--- src/include/lebank_pkg.sv ---
/*
 lebank_pkg: register indices, reset values, field positions and carrier
 types for the limit and user-word register bank.
 Assumes a 32-bit AHB-Lite register bus with word-aligned registers.
*/
package lebank_pkg;
    // printed offsets are register indices; byte address is index times four
    localparam logic [3:0] LEB_IDX_CFG_REG = 4'h1;
    localparam logic [3:0] LEB_IDX_UB1 = 4'h2;
    localparam logic [3:0] LEB_IDX_LB1 = 4'h3;
    localparam logic [3:0] LEB_IDX_UB2 = 4'h4;
    localparam logic [3:0] LEB_IDX_LB2 = 4'h5;
    localparam logic [3:0] LEB_IDX_NV_FIRST = 4'h6;
    localparam logic [3:0] LEB_IDX_NV_LAST = 4'hD;
    localparam logic [3:0] LEB_IDX_ID = 4'hF;
    // block's own registers, above the printed map
    localparam logic [4:0] LEB_IDX_CTRL = 5'h10;
    localparam logic [4:0] LEB_IDX_RESULT = 5'h11;
    localparam logic [4:0] LEB_IDX_IRQ_STAT = 5'h12;
    localparam logic [4:0] LEB_IDX_IRQ_MASK = 5'h13;
    localparam int LEB_NV_WORDS = 8;
    localparam logic [15:0] LEB_UB_RESET = 16'h7FFC;
    localparam logic [15:0] LEB_LB_RESET = 16'h8000;
    localparam logic [15:0] LEB_NV_RESET = 16'h0000;
    localparam logic [15:0] LEB_LIMIT_MASK = 16'hFFFC;
    // identity value is arbitrary
    localparam logic [15:0] LEB_IDENTITY = 16'hA5C3;
    localparam int LEB_CTRL_UNLOCK_BIT = 0;
    localparam int LEB_CTRL_THERM_BIT = 1;
    localparam int LEB_RES_DONE_BIT = 16;
    localparam int LEB_FLAG_OVER_BIT = 0;
    localparam int LEB_FLAG_UNDER_BIT = 1;
    localparam int LEB_IRQ_OVER_BIT = 0;
    localparam int LEB_IRQ_UNDER_BIT = 1;
    localparam int LEB_IRQ_LOCKED_BIT = 2;
    localparam logic [1:0] LEB_HTRANS_NONSEQ = 2'h2;
    localparam logic [1:0] LEB_HTRANS_SEQ = 2'h3;

    typedef struct packed {
        logic [15:0] upper_bound_one;
        logic [15:0] lower_bound_one;
        logic [15:0] upper_bound_two;
        logic [15:0] lower_bound_two;
    } leb_limits_s;

    typedef struct packed {
        logic over_limit_flag_two;
        logic under_limit_flag_two;
    } leb_flags_s;
endpackage : lebank_pkg

--- src/hdl/lebank_alert_two.sv ---
/*
 lebank_alert_two: flag logic for alert function 2, window or thermostat.
 Assumes one-cycle conversion-done pulse with a signed result word.
*/
`timescale 1ns/1ps
module lebank_alert_two
    import lebank_pkg::*;
(
    input wire logic hclk, // clock
    input wire logic hresetn, // async reset, low
    input wire logic therm_mode, // 1 thermostat, 0 window
    input wire logic conv_done, // result valid pulse
    input wire logic [15:0] result, // conversion result
    input wire logic [15:0] upper_bound_two, // upper threshold
    input wire logic [15:0] lower_bound_two, // lower threshold
    input wire logic cfg_read, // config read pulse
    output leb_flags_s flags // flags, registered
);
    leb_flags_s flags_reg;
    leb_flags_s flags_next;
    wire logic above = $signed(result) > $signed(upper_bound_two);
    wire logic below = $signed(result) < $signed(lower_bound_two);

    always_comb begin
        flags_next = flags_reg;
        if (therm_mode) begin
            // hysteresis: only a new result moves the flag
            if (conv_done && above)
                flags_next.over_limit_flag_two = 1'b1; // RL14
            else if (conv_done && below)
                flags_next.over_limit_flag_two = 1'b0; // RL14
            flags_next.under_limit_flag_two = 1'b0; // RL14
        end else begin
            // a crossing in the clear cycle wins over the read
            if (cfg_read) begin
                flags_next.over_limit_flag_two = 1'b0; // RL13
                flags_next.under_limit_flag_two = 1'b0; // RL13
            end
            if (conv_done && above)
                flags_next.over_limit_flag_two = 1'b1; // RL7 RL13
            if (conv_done && below)
                flags_next.under_limit_flag_two = 1'b1; // RL13
        end
    end

    always_ff @(posedge hclk or negedge hresetn) begin
        if (!hresetn)
            flags_reg <= '0;
        else
            flags_reg <= flags_next;
    end
    assign flags = flags_reg;
endmodule : lebank_alert_two

--- src/hdl/lebank_top.sv ---
/*
 lebank_top: limit and user-word register bank behind an AHB-Lite slave.
 Assumes single-word transfers, one master, and a conversion pulse from
 the measurement core; all inputs synchronous to hclk.
*/
// Design decision made here: the AHB-Lite register port.
`timescale 1ns/1ps
// What this block does
// RL1 - first upper threshold at index 2h, resets to 7FFCh
// RL2 - thresholds hold signed 14-bit value in bits 15-2, read/write
// RL3 - first lower threshold at index 3h, resets to 8000h
// RL4 - second upper threshold at index 4h, resets to 7FFCh
// RL5 - second lower threshold at index 5h, resets to 8000h
// RL6 - first lower threshold bounds alert one, paired with first upper
// RL7 - second upper threshold bounds alert two, paired with second lower
// RL8 - eight 16-bit user words at 6h to Dh, read/write, reset zero
// RL9 - user word writes accepted only while unlock bit is one
// RL10 - with unlock bit zero, user word writes are discarded
// RL11 - read-only identity word at index Fh
// RL12 - threshold bits 1 and 0 read zero, writes ignored
// RL13 - window mode sets over/under flags, config read clears them
// RL14 - thermostat mode: over flag set above, released below; under zero
module lebank_top
    import lebank_pkg::*;
(
    input wire logic hclk, // bus clock
    input wire logic hresetn, // async reset, low
    input wire logic hsel, // slave select
    input wire logic [31:0] haddr, // byte address
    input wire logic [1:0] htrans, // transfer type
    input wire logic hwrite, // write
    input wire logic [2:0] hsize, // size, word only
    input wire logic [31:0] hwdata, // write data
    input wire logic hready, // bus ready
    input wire logic conv_done, // conversion done pulse
    input wire logic [15:0] conv_result, // conversion result
    output logic [31:0] hrdata, // read data, registered
    output logic hreadyout, // low for the one wait cycle of each read
    output logic hresp, // always OKAY
    output logic alert_one, // alert one level, registered
    output leb_flags_s alert_two_flags, // alert two flags
    output logic irq // interrupt, registered
);
    leb_limits_s limits_reg;
    logic [15:0] nv_reg [LEB_NV_WORDS];
    logic [1:0] ctrl_reg;
    logic [15:0] result_reg;
    logic [2:0] stat_reg;
    logic [2:0] mask_reg;
    logic wr_pend_reg;
    logic rd_pend_reg;
    logic [4:0] idx_reg;
    logic [31:0] hrdata_reg;
    logic alert_one_reg;
    logic irq_reg;
    logic ready_reg;
    leb_flags_s flags;
    leb_flags_s flags_d_reg;

    function automatic logic [15:0] limit_field(input logic [31:0] d);
        return d[15:0] & LEB_LIMIT_MASK; // RL2 RL12
    endfunction : limit_field

    wire logic addr_ok = haddr[31:7] == 25'h0 && haddr[1:0] == 2'h0;
    wire logic xfer = hsel && hready && (htrans == LEB_HTRANS_NONSEQ ||
        htrans == LEB_HTRANS_SEQ);
    wire logic [4:0] a_idx = haddr[6:2];
    wire logic wr_go = wr_pend_reg;
    wire logic in_nv = idx_reg >= {1'b0, LEB_IDX_NV_FIRST} &&
        idx_reg <= {1'b0, LEB_IDX_NV_LAST};
    wire logic [2:0] nv_sel = 3'(idx_reg - {1'b0, LEB_IDX_NV_FIRST});
    wire logic unlocked = ctrl_reg[LEB_CTRL_UNLOCK_BIT];
    wire logic nv_wr_ok = wr_go && in_nv && unlocked; // RL9
    wire logic nv_wr_lock = wr_go && in_nv && !unlocked; // RL10
    wire logic rd_take = xfer && !hwrite && addr_ok;
    // flags clear as the read is answered, so the read still shows them
    wire logic cfg_read = rd_pend_reg &&
        idx_reg == {1'b0, LEB_IDX_CFG_REG};
    wire logic rd_nv = in_nv;
    wire logic [15:0] nv_rd = nv_reg[nv_sel];
    wire logic [2:0] ev = {nv_wr_lock,
        flags.under_limit_flag_two & ~flags_d_reg.under_limit_flag_two,
        flags.over_limit_flag_two & ~flags_d_reg.over_limit_flag_two};
    wire logic [2:0] w1c = (wr_go && idx_reg == LEB_IDX_IRQ_STAT) ?
        hwdata[2:0] : 3'h0;
    logic [31:0] rd_mux;

    always_comb begin
        rd_mux = 32'h0;
        if (rd_pend_reg) begin
            unique case (1'b1)
                idx_reg == {1'b0, LEB_IDX_UB1}:
                    rd_mux = {16'h0, limits_reg.upper_bound_one};
                idx_reg == {1'b0, LEB_IDX_LB1}:
                    rd_mux = {16'h0, limits_reg.lower_bound_one};
                idx_reg == {1'b0, LEB_IDX_UB2}:
                    rd_mux = {16'h0, limits_reg.upper_bound_two};
                idx_reg == {1'b0, LEB_IDX_LB2}:
                    rd_mux = {16'h0, limits_reg.lower_bound_two};
                rd_nv: rd_mux = {16'h0, nv_rd}; // RL8
                idx_reg == {1'b0, LEB_IDX_CFG_REG}:
                    rd_mux = {30'h0, flags};
                idx_reg == {1'b0, LEB_IDX_ID}:
                    rd_mux = {16'h0, LEB_IDENTITY}; // RL11
                idx_reg == LEB_IDX_CTRL: rd_mux = {30'h0, ctrl_reg};
                idx_reg == LEB_IDX_RESULT:
                    rd_mux = {16'h0, result_reg};
                idx_reg == LEB_IDX_IRQ_STAT: rd_mux = {29'h0, stat_reg};
                idx_reg == LEB_IDX_IRQ_MASK: rd_mux = {29'h0, mask_reg};
                default: rd_mux = 32'h0;
            endcase
        end
    end

    // reads take one wait state: hrdata stays a flop and still sees a
    // write that landed at the read's own address edge
    always_ff @(posedge hclk or negedge hresetn) begin
        if (!hresetn) begin
            wr_pend_reg <= 1'b0;
            rd_pend_reg <= 1'b0;
            ready_reg <= 1'b1;
            idx_reg <= 5'h0;
        end else begin
            wr_pend_reg <= xfer && hwrite && addr_ok;
            rd_pend_reg <= rd_take;
            ready_reg <= !rd_take;
            idx_reg <= a_idx;
        end
    end

    // loaded at the end of the wait cycle, zero when no read is pending
    always_ff @(posedge hclk or negedge hresetn) begin
        if (!hresetn)
            hrdata_reg <= 32'h0;
        else
            hrdata_reg <= rd_mux;
    end

    always_ff @(posedge hclk or negedge hresetn) begin
        if (!hresetn) begin
            limits_reg.upper_bound_one <= LEB_UB_RESET; // RL1
            limits_reg.lower_bound_one <= LEB_LB_RESET; // RL3
            limits_reg.upper_bound_two <= LEB_UB_RESET; // RL4
            limits_reg.lower_bound_two <= LEB_LB_RESET; // RL5
        end else if (wr_go) begin
            if (idx_reg == {1'b0, LEB_IDX_UB1})
                limits_reg.upper_bound_one <= limit_field(hwdata); // RL1
            if (idx_reg == {1'b0, LEB_IDX_LB1})
                limits_reg.lower_bound_one <= limit_field(hwdata); // RL3
            if (idx_reg == {1'b0, LEB_IDX_UB2})
                limits_reg.upper_bound_two <= limit_field(hwdata); // RL4
            if (idx_reg == {1'b0, LEB_IDX_LB2})
                limits_reg.lower_bound_two <= limit_field(hwdata); // RL5
        end
    end

    always_ff @(posedge hclk or negedge hresetn) begin
        if (!hresetn) begin
            for (int i = 0; i < LEB_NV_WORDS; i++)
                nv_reg[i] <= LEB_NV_RESET; // RL8
        end else if (nv_wr_ok) begin
            nv_reg[nv_sel] <= hwdata[15:0]; // RL9
        end
    end

    always_ff @(posedge hclk or negedge hresetn) begin
        if (!hresetn) begin
            ctrl_reg <= 2'h0;
            mask_reg <= 3'h0;
            result_reg <= 16'h0;
        end else begin
            if (wr_go && idx_reg == LEB_IDX_CTRL)
                ctrl_reg <= hwdata[1:0];
            if (wr_go && idx_reg == LEB_IDX_IRQ_MASK)
                mask_reg <= hwdata[2:0];
            if (conv_done)
                result_reg <= conv_result;
        end
    end

    // set wins over a same-cycle write-one clear
    always_ff @(posedge hclk or negedge hresetn) begin
        if (!hresetn) begin
            stat_reg <= 3'h0;
            flags_d_reg <= '0;
            irq_reg <= 1'b0;
        end else begin
            stat_reg <= (stat_reg & ~w1c) | ev;
            flags_d_reg <= flags;
            irq_reg <= |(((stat_reg & ~w1c) | ev) & mask_reg);
        end
    end

    // alert one: level outside window of the first pair
    always_ff @(posedge hclk or negedge hresetn) begin
        if (!hresetn)
            alert_one_reg <= 1'b0;
        else if (conv_done)
            alert_one_reg <= $signed(conv_result) >
                $signed(limits_reg.upper_bound_one) ||
                $signed(conv_result) <
                $signed(limits_reg.lower_bound_one); // RL6
    end

    lebank_alert_two u_alert_two (
        .hclk(hclk),
        .hresetn(hresetn),
        .therm_mode(ctrl_reg[LEB_CTRL_THERM_BIT]),
        .conv_done(conv_done),
        .result(conv_result),
        .upper_bound_two(limits_reg.upper_bound_two), // RL7
        .lower_bound_two(limits_reg.lower_bound_two),
        .cfg_read(cfg_read),
        .flags(flags)
    );

    assign hrdata = hrdata_reg;
    assign hreadyout = ready_reg;
    assign hresp = 1'b0;
    assign alert_one = alert_one_reg;
    assign alert_two_flags = flags;
    assign irq = irq_reg;
endmodule : lebank_top

--- config.mk ---
export PLATFORM = sky130hd
export DESIGN_NAME = lebank_top
export DESIGN_NICKNAME = d
export VERILOG_FILES = /design/src/include/lebank_pkg.sv /design/src/hdl/lebank_alert_two.sv /design/src/hdl/lebank_top.sv
export SDC_FILE = /design/constraint.sdc
export NUM_CORES = 1
export LEC_CHECK = 0
export BUFFER_PORTS_ARGS = -buffer_cell sky130_fd_sc_hd__buf_2
export CORE_UTILIZATION = 38
export DETAILED_ROUTE_END_ITERATION = 10
export SLEW_MARGIN = 20
export SYNTH_ARGS = -nofsm -noshare
export SYNTH_HDL_FRONTEND = slang
export SYNTH_SLANG_ARGS = --single-unit
--- constraint.sdc ---
create_clock -name hclk -period 3.3 [get_ports hclk]
set_input_delay 0.165 -clock hclk [delete_from_list [all_inputs] [get_ports hclk]]
set_output_delay 0.165 -clock hclk [all_outputs]
set_load 0.01 [all_outputs]
* Word-level counts from Yosys, hierarchy flattened
Index checks and enable logic that the tools add are counted.
** Word-level totals
- Bits in registers :: 254
- Bits in latches :: 0
- RAM bits :: 0
- ROM bits :: 0
- Output and inout port bits :: 38
- Logic and storage cells :: 106
- Memories :: 0
** Operators by class
- $add $sub $neg :: 1
- Multipliers :: 0
- Divide/modulo/power cells :: 0
- $lt $le $gt $ge :: 8
- Eq/ne operators :: 13
- Shifts and indexed selects :: 0
- Muxes and demuxes :: 15
- Bitwise logic cells :: 9
- Reduce and logical (&&, ||, !) cells :: 33
** Operators by type and width (count)
- $pmux 16 s11 :: 1
- $bwmux 128 :: 1
- $bmux 16 s3 :: 1
- $demux 16 s3 :: 1
- $mux 16 :: 3
- $gt 16x16->1 :: 2
- $lt 16x16->1 :: 2
- $mux 32 :: 1
- $logic_not 25->1 :: 1
- $eq 5x5->1 const B :: 4
- $logic_and 1x1->1 :: 18
- $eq 5x2->1 const B :: 2
- $eq 5x3->1 const B :: 2
- $reduce_and 2->1 :: 5
- $and 3x3->3 :: 2
- $reduce_bool 3->1 :: 2
- $eq 5x1->1 const B :: 1
- $eq 5x4->1 const B :: 1
- $ge 5x3->1 const B :: 1
- $le 5x4->1 const B :: 1
- $eq 2x2->1 const B :: 2
- $ge 4x4->1 const B :: 1
- $lt 4x1->1 const B :: 1
- $mux 1 :: 4
- 13 further kinds :: 19

* Depth between registers and ports, before layout
Gate-level depths: netlist (run 1).
- Depth in word-level cells :: 8
- Gate-level depth with buffers :: 11
- Mapped depth without buffers :: 8

* Cells and area by module
A second synthesis (run 1) with hierarchy kept.
** Unflattened totals
- Cell total of the unflattened synthesis :: 927
- Area, all modules :: 12199.2 um^2
** Modules (own cells, without submodules)
- lebank_top :: times used 1, cells each 812, area an instance 11317.1 um^2, seq. area each 5941.9 um^2
- lebank_alert_two :: times used 1, cells each 115, area an instance 882.1 um^2, seq. area each 50.0 um^2

* Least setup slack after synthesis (run 1)
Ideal clock, no wire load.
- Path type :: reg-to-reg
- Start point :: reg idx_reg[1]
- End point :: reg nv_reg[101] (netlist name)
- Library setup time :: 0.125 ns
- Arrival :: 2.608 ns
- Data required time :: 3.175 ns
- Path slack :: 0.567 ns
- Cell stages (with the launch flop) :: 12
- Path buffers :: 4
- Clock period less this slack :: 2.733 ns
- Cells stage by stage :: dfrtp_1 > buf_6 > clkinv_1 > ha_1 > a21boi_0 > a311oi_1 > a311o_1 > buf_6 > or4b_4 > buf_6 > buf_6 > mux2_4
** Between the ends
- Word-level cells in the longest chain between the ends :: 7
- Elaborated cells between the ends (all ways) :: 13
- Those cells by class :: add/sub: 1; order compare: 4; mux: 3; bitwise: 1; reduce/logical: 4
** Ends and longest elaborated chain
- start: declaration :: RTL line lebank_top.sv:52 : logic [4:0] idx_reg;
- start signal: assignment :: RTL line lebank_top.sv:127 : idx_reg <= a_idx;
- $sub 3x3->3 :: RTL line lebank_top.sv:71 : wire logic [2:0] nv_sel = 3'(idx_reg - {1'b0, LEB_IDX_NV_FIRST});
- $not 3->4 (not written as such) :: RTL line lebank_top.sv:162 : nv_reg[nv_sel] <= hwdata[15:0];
- $ge 4x4->1 (not written as such) or $lt 4x1->1 (tied branches) :: RTL line lebank_top.sv:162
- $logic_and 1x1->1 (not written as such) :: RTL line lebank_top.sv:162
- $mux 16 (not written as such) :: RTL line lebank_top.sv:162
- $demux 16 s3 :: RTL line lebank_top.sv:162
- $bwmux 128 :: RTL line lebank_top.sv:162
- end signal: indexed assignment :: RTL line lebank_top.sv:162
- end: declaration :: RTL line lebank_top.sv:45 : logic [15:0] nv_reg [LEB_NV_WORDS];
Several ways; a longest one is shown, not always the timed one.
A chain may end at the register's enable or synchronous reset.

* Final worst setup path (run 1)
- Start point :: reg idx_reg[1]
- End point :: reg nv_reg[104] (netlist name)
Same word-level chain as after synthesis.

==> impl_metrics.toml, run 1 <==
[worst_setup_path]
crit_type = "flip-flop to flip-flop"
critPathLaunchType = "flip-flop"
critical_path.max_fanout = 16
cp-end-kind = "flip-flop"
worstPathRequired_ns = 3.72
worstPathArrival_ns = 3.18
rr_startpoint = "idx_reg[1]"
timing.critical_path.from = "idx_reg[1]"
ff2ff_setup_slack_ns = 0.54

[placement]
hpwl_um = 20450
dp_cells = 1397
dpl_cell_area_um2 = 13160
port_buffers = 91
place.gp.congestion = 0.8616

[routing]
dr_total_vias = 7926
drtAntennaViolNets = 0
wl_met3_um = 1182
wirelength_um = 29770
wl_met2_um = 14060
firstDrtPassIters = 5
drt-vias-per-instance = 5.366
route.detailed.drc = 0
highest_layer = "met5"
drt_first_iter_violations = 444
met1_length_um = 13780
wl_per_cell_um = 20.15

[sta]
fmax_ghz = 0.3623
fin_tns_setup_ns = 0
hold_viol = 0
fin_crit_ns = 2.760
finalCritPeriodShare_pct = 83.64
skew_ns = 0.01045
rsz0062_at_grt = "false"
slew_viol_final = 0
tightest_slew_ns = 0.8316
worst_hold_slack_ns = 0.02921
slew-limit-headroom_pct = 44.43
setup-violations-final = 0

[floorplan]
floorplan.initialDensity_pct = 38.78
rows = 65
die_w_um = 181.7
pin_count = 129
core_um2 = 31640
dieArea_um2 = 33010
fp.dieH_um = 181.7

[synth]
synthTopCellsByArea = "dfrtp_1 43%, mux2_2 17%, dfstp_2 6.2%"
syn_inst = 931
syn_area_um2 = 12270
synth_cell_types = 59
ys_warn_count = 0
synth_top_area_share_pct = 42.63
synth_area_leader_cell = "dfrtp_1"
ys_ff_latch = 238
ys_seq_area_share_pct = 48.84
synth_ff_type = "dfrtp_1"
avgSynthCellArea_um2 = 13.18
synthMostInstantiatedCell = "dfrtp_1"
ys_top_cells_by_count = "209 x dfrtp_1, 181 x mux2_2, 64 x inv_1"
synth_edf_count = 0
async_reset_ff_share_pct = 100.0

[global_route]
grt_max_degree = 92
grt_pass1_vias = 8345
grt_pass1_wl_um = 47670
grt_overflow = 0
antenna_found_initial = 6
track_usage_pct = 18.48

[clocking]
cts_tree = "yes"
numCtsBuffers = 27
clk_pin_slew_ns = 0.06
clock_sinks = 238
root_buffer = "clkbuf_16"
clk_latency_ns = 0.54
ctsLongestPathBuffers = 3
htreeDepth = 1

[power]
p_per_area_nw_per_um2 = 474.7
power_mw = 6.805
leakage_nw = 6.722
irDropWorstVdd_mv = 0.3375

[finish]
num-fill-cells = 2835
layoutNonFillerInstCount = 1477
finalNetCount = 1201
drive_above_1_share_pct = 42.96
post-route-cell-area_um2 = 14330
largest_reg_flops = 128
area_growth_pct = 16.84

[flow_run]
cap_violations = 0

[hold_path]
hold_class = "input port to flip-flop"
min_from = "haddr[28]"

[run_status]
status = "finished, final reports clean"
## critical path, cell delays in order (launching register included)
cell	delay, ns
dfrtp_2	0.39
clkinv_1	0.15
ha_1	0.25
a21boi_0	0.17
a311oi_1	0.09
a311o_1	0.48
or4b_4	0.75
mux2_4	0.36
## layer usage
| metal | track usage [%] | vias to the layer above |
|---|---|---|
| met3 | 2.748 | 49 |
| met2 | 30.20 | 160 |
| li1 | - | 3628 |
| met1 | 25.56 | 4085 |
| met4 | 5.119 | 4 |
| met5 | 0 | - |
## metrics by stage
step	utilization, %	setup WS (ns)
finish	45.31	0.5399
global route	45.29	0.3901
CTS	45.29	0.5349
detailed placement	41.59	0.5448
global placement	41.59	0.5724
floorplan	-	0.5669
## layout make-up
cell class	instances	area (µm²)	share of cell area, %
Multi-Input combinational cell	570	5704	39.80
Clock buffer	41	788.3	5.499
Antenna cell	2	5.005	0.03492
Inverter	65	244.0	1.702
Clock inverter	9	103.9	0.7245
Timing Repair Buffer	150	991.0	6.913
Sequential cell	238	5995	41.82
Tap cell	402	503.0	3.509
## cell usage in the layout, fill, tap and decap left out, types with 4 or more instances in the layout
cell type | synthesis | layout
a211oi_1 | 5 | 5
a21o_1 | 10 | 10
a21oi_1 | 24 | 24
a221oi_1 | 8 | 8
a222oi_1 | 8 | 8
a22o_1 | 8 | 8
a22oi_1 | 8 | 8
a31oi_1 | 19 | 19
buf_2 | 9 | 90
buf_4 | 18 | 30
clkbuf_1 | 32 | 8
clkbuf_16 | 0 | 27
clkbuf_8 | 0 | 6
clkinv_2 | 0 | 4
conb_1 | 1 | 17
dfrtp_1 | 209 | 207
dfstp_2 | 29 | 29
dlygate4sd3_1 | 0 | 28
ha_1 | 58 | 58
inv_1 | 64 | 64
mux2_2 | 181 | 181
mux2_4 | 40 | 40
mux2i_1 | 4 | 4
mux4_2 | 32 | 32
nand2_1 | 40 | 40
nand2b_1 | 10 | 10
nand3_1 | 9 | 9
nand4_1 | 9 | 9
nor2_1 | 11 | 11
nor3_1 | 10 | 8
nor3_2 | 4 | 6
nor4_1 | 10 | 7
o21ai_0 | 11 | 11
## power breakdown
group | internal [mW] | switching [mW]
logic | 0.315 | 0.362
registers | 3.04 | 0.0836
clock network | 1.80 | 1.20
total | 5.16 | 1.65
## final timing paths
kind,end,cells past startpoint
setup / recovery,nv_reg[104],7
hold / removal,rd_pend_reg,5
setup reg to reg,nv_reg[104],7
hold reg to reg,nv_reg[17],1
max in group asynchronous,limits_reg[52],3
min in group asynchronous,nv_reg[64],2
## what timing repair did
action	CTS	global route
hold buffers	28	0
resized for setup	0	0
setup buffers	0	0
hold endpoints to repair	105	0
## cell families after synthesis
| group | share of synthesized area [%] |
|---|---|
| compound gates | 6.731 |
| xor+xnor | 0.07141 |
| fa+ha+maj | 5.915 |
| buf+inv | 5.385 |
| flops | 48.84 |
| mux | 27.71 |
| other cells | 0.03057 |
| simple gates | 5.314 |
Note: power is estimated with default switching activity, not from simulation.
==> run 2, diff against run 1 <==
==> constraint.sdc (replaced) <==
create_clock -name hclk -period 2.5 [get_ports hclk]
set_input_delay 0.125 -clock hclk [delete_from_list [all_inputs] [get_ports hclk]]
set_output_delay 0.125 -clock hclk [all_outputs]
set_load 0.01 [all_outputs]
==> impl_metrics.toml, run 2 (synthesis gave the netlist of run 1 again) <==
[sta]
slew-limit-headroom_pct = 56.68
tightest_slew_ns = 0.6499
fin_tns_setup_ns = 0
rsz0062_at_grt = "true"
finalCritPeriodShare_pct = 98.77
skew_ns = 0.01164
slew_viol_final = 0
hold_viol = 0
fmax_ghz = 0.4050
fin_crit_ns = 2.469
setup-violations-final = 0

[finish]
mostFrequentLayoutCells = "206 x dfrtp_1, 181 x mux2_2, 90 x buf_2"
num-fill-cells = 2803
finish.utilization_pct = 46.42
final_common_cell = "dfrtp_1"
largest_reg_flops = 128
multi_input_area_um2 = 5733
post-route-cell-area_um2 = 14690
finalNetCount = 1218
drive_above_1_share_pct = 44.27
area_growth_pct = 19.71
seq_area_um2 = 5996

[global_route]
grt_pass1_vias = 8393
use_met1_pct = 26.06
grt_use_met2_pct = 31.03
grt_max_degree = 75
track_usage_pct = 18.83
grt_overflow = 0
grt_most_used_layer = "met2"
use_met3_pct = 2.688
grt_pass1_wl_um = 48240
antenna_found_initial = 4

[worst_setup_path]
slowest_delay_ns = 0.61
crit_type = "flip-flop to flip-flop"
critPathBufInv = 2
critPathTopFamily = "simple AND/OR/NAND/NOR gates"
worstPathArrival_ns = 2.89
critical_path.cell_chain = "clkinv_4 -> ha_4 -> a21boi_2 -> a311oi_2 -> a311o_1 -> or4b_4 -> clkbuf_16 -> mux2_4"
worstPathRequired_ns = 2.92
critPathLaunchType = "flip-flop"
critical_path.max_fanout = 8
cp-end-kind = "flip-flop"
critPathSlowestCell = "or4b_4"

[run_status]
status = "finished, final reports clean"

[hold_path]
hold_class = "input port to flip-flop"

[routing]
firstDrtPassIters = 5
dr_total_vias = 7964
wl_per_cell_um = 20.47
drt-vias-per-instance = 5.324
drtAntennaViolNets = 0
wirelength_um = 30630
drt_first_iter_violations = 520
route.detailed.drc = 0

[clocking]
root_buffer = "clkbuf_16"
clock_sinks = 238
htreeDepth = 1
clk_pin_slew_ns = 0.06
cts_tree = "yes"
clk_latency_ns = 0.54
numCtsBuffers = 28
ctsLongestPathBuffers = 3

[floorplan]
die_w_um = 181.7
fp.dieH_um = 181.7
floorplan.initialDensity_pct = 38.78
core_um2 = 31640
dieArea_um2 = 33010
rows = 65
pin_count = 129

[placement]
hpwl_um = 21000
place.gp.congestion = 0.8124
dpl_cell_area_um2 = 13350
port_buffers = 91

[power]
power_mw = 9.318
p_per_area_nw_per_um2 = 634.4
irDropWorstVdd_mv = 0.6028
leakage_nw = 6.897

[flow_run]
cap_violations = 0
[run 2: changes by cell type in the layout (fill, tap and decap cells not counted), moves of 2 or more]
cell / before / now
clkbuf_8: 6 / 4
clkbuf_1: 8 / 10
clkbuf_16: 27 / 30
bufinv_16: 2 / 4
buf_12: 1 / 9
buf_4: 30 / 37
[run 2: cell type report]
cell class	count	share of cell area, %
Antenna cell	3	0.05112
Timing Repair Buffer	166	8.375
Inverter	65	1.695
Tap cell	402	3.425
Multi-Input combinational cell	570	39.04
Clock inverter	9	1.022
Sequential cell	238	40.82
Clock buffer	43	5.572
[run 2: power breakdown]
group | switching [mW] | total (mW) | internal, mW
Combinational | 0.494 | 0.927 | 0.433
Sequential | 0.102 | 4.12 | 4.02
Clock | 1.62 | 4.27 | 2.66
[run 2: worst register-to-register path: stages, from the launching register on]
cell       delay (ns)
dfrtp_2          0.43
clkinv_4         0.08
ha_4             0.16
a21boi_2         0.12
a311oi_2         0.06
a311o_1          0.39
or4b_4           0.61
clkbuf_16        0.21
mux2_4           0.29
[run 2: metrics by stage]
stage / worst slack (ns) / hold WS, ns / instances
final: 0.03080 / 0.03102 / 1496
after global routing: -0.03664 / 0.03801 / 1493
after CTS: 0.005920 / 0.01438 / 1487
after detailed placement: 0.01430 / 0.1481 / 1407
after global placement: 0.02818 / 0.1394 / 1407
after floorplan: -0.05227 / -0.1706 / 947
[run 2: layer usage]
metal  vias up  share of wire [%]
li1       3659                  -
met1      4073                 46
met2       178                 47
met3        52                4.9
met4         2                2.0
met5         -              0.042
[run 2: final timing paths]
check	from	end	slack [ns]	depth (start not counted)
worst max-delay path	idx_reg[1]	nv_reg[9]	0.03	8
worst min-delay path	hwdata[0]	nv_reg[112]	0.03	2
worst max register to register	idx_reg[1]	nv_reg[9]	0.03	8
worst min register to register	nv_reg[51]	nv_reg[51]	0.50	1
max in group asynchronous	hresetn	limits_reg[54]	1.53	3
min in group asynchronous	hresetn	nv_reg[48]	0.16	2
[run 2: repair_timing]
item,4_1_cts,5_1_grt
hold buffers,28,0
endpoints found under the setup margin,0,61
setup buffers,0,6
resized for setup,0,3
endpoints found under the hold margin,94,0
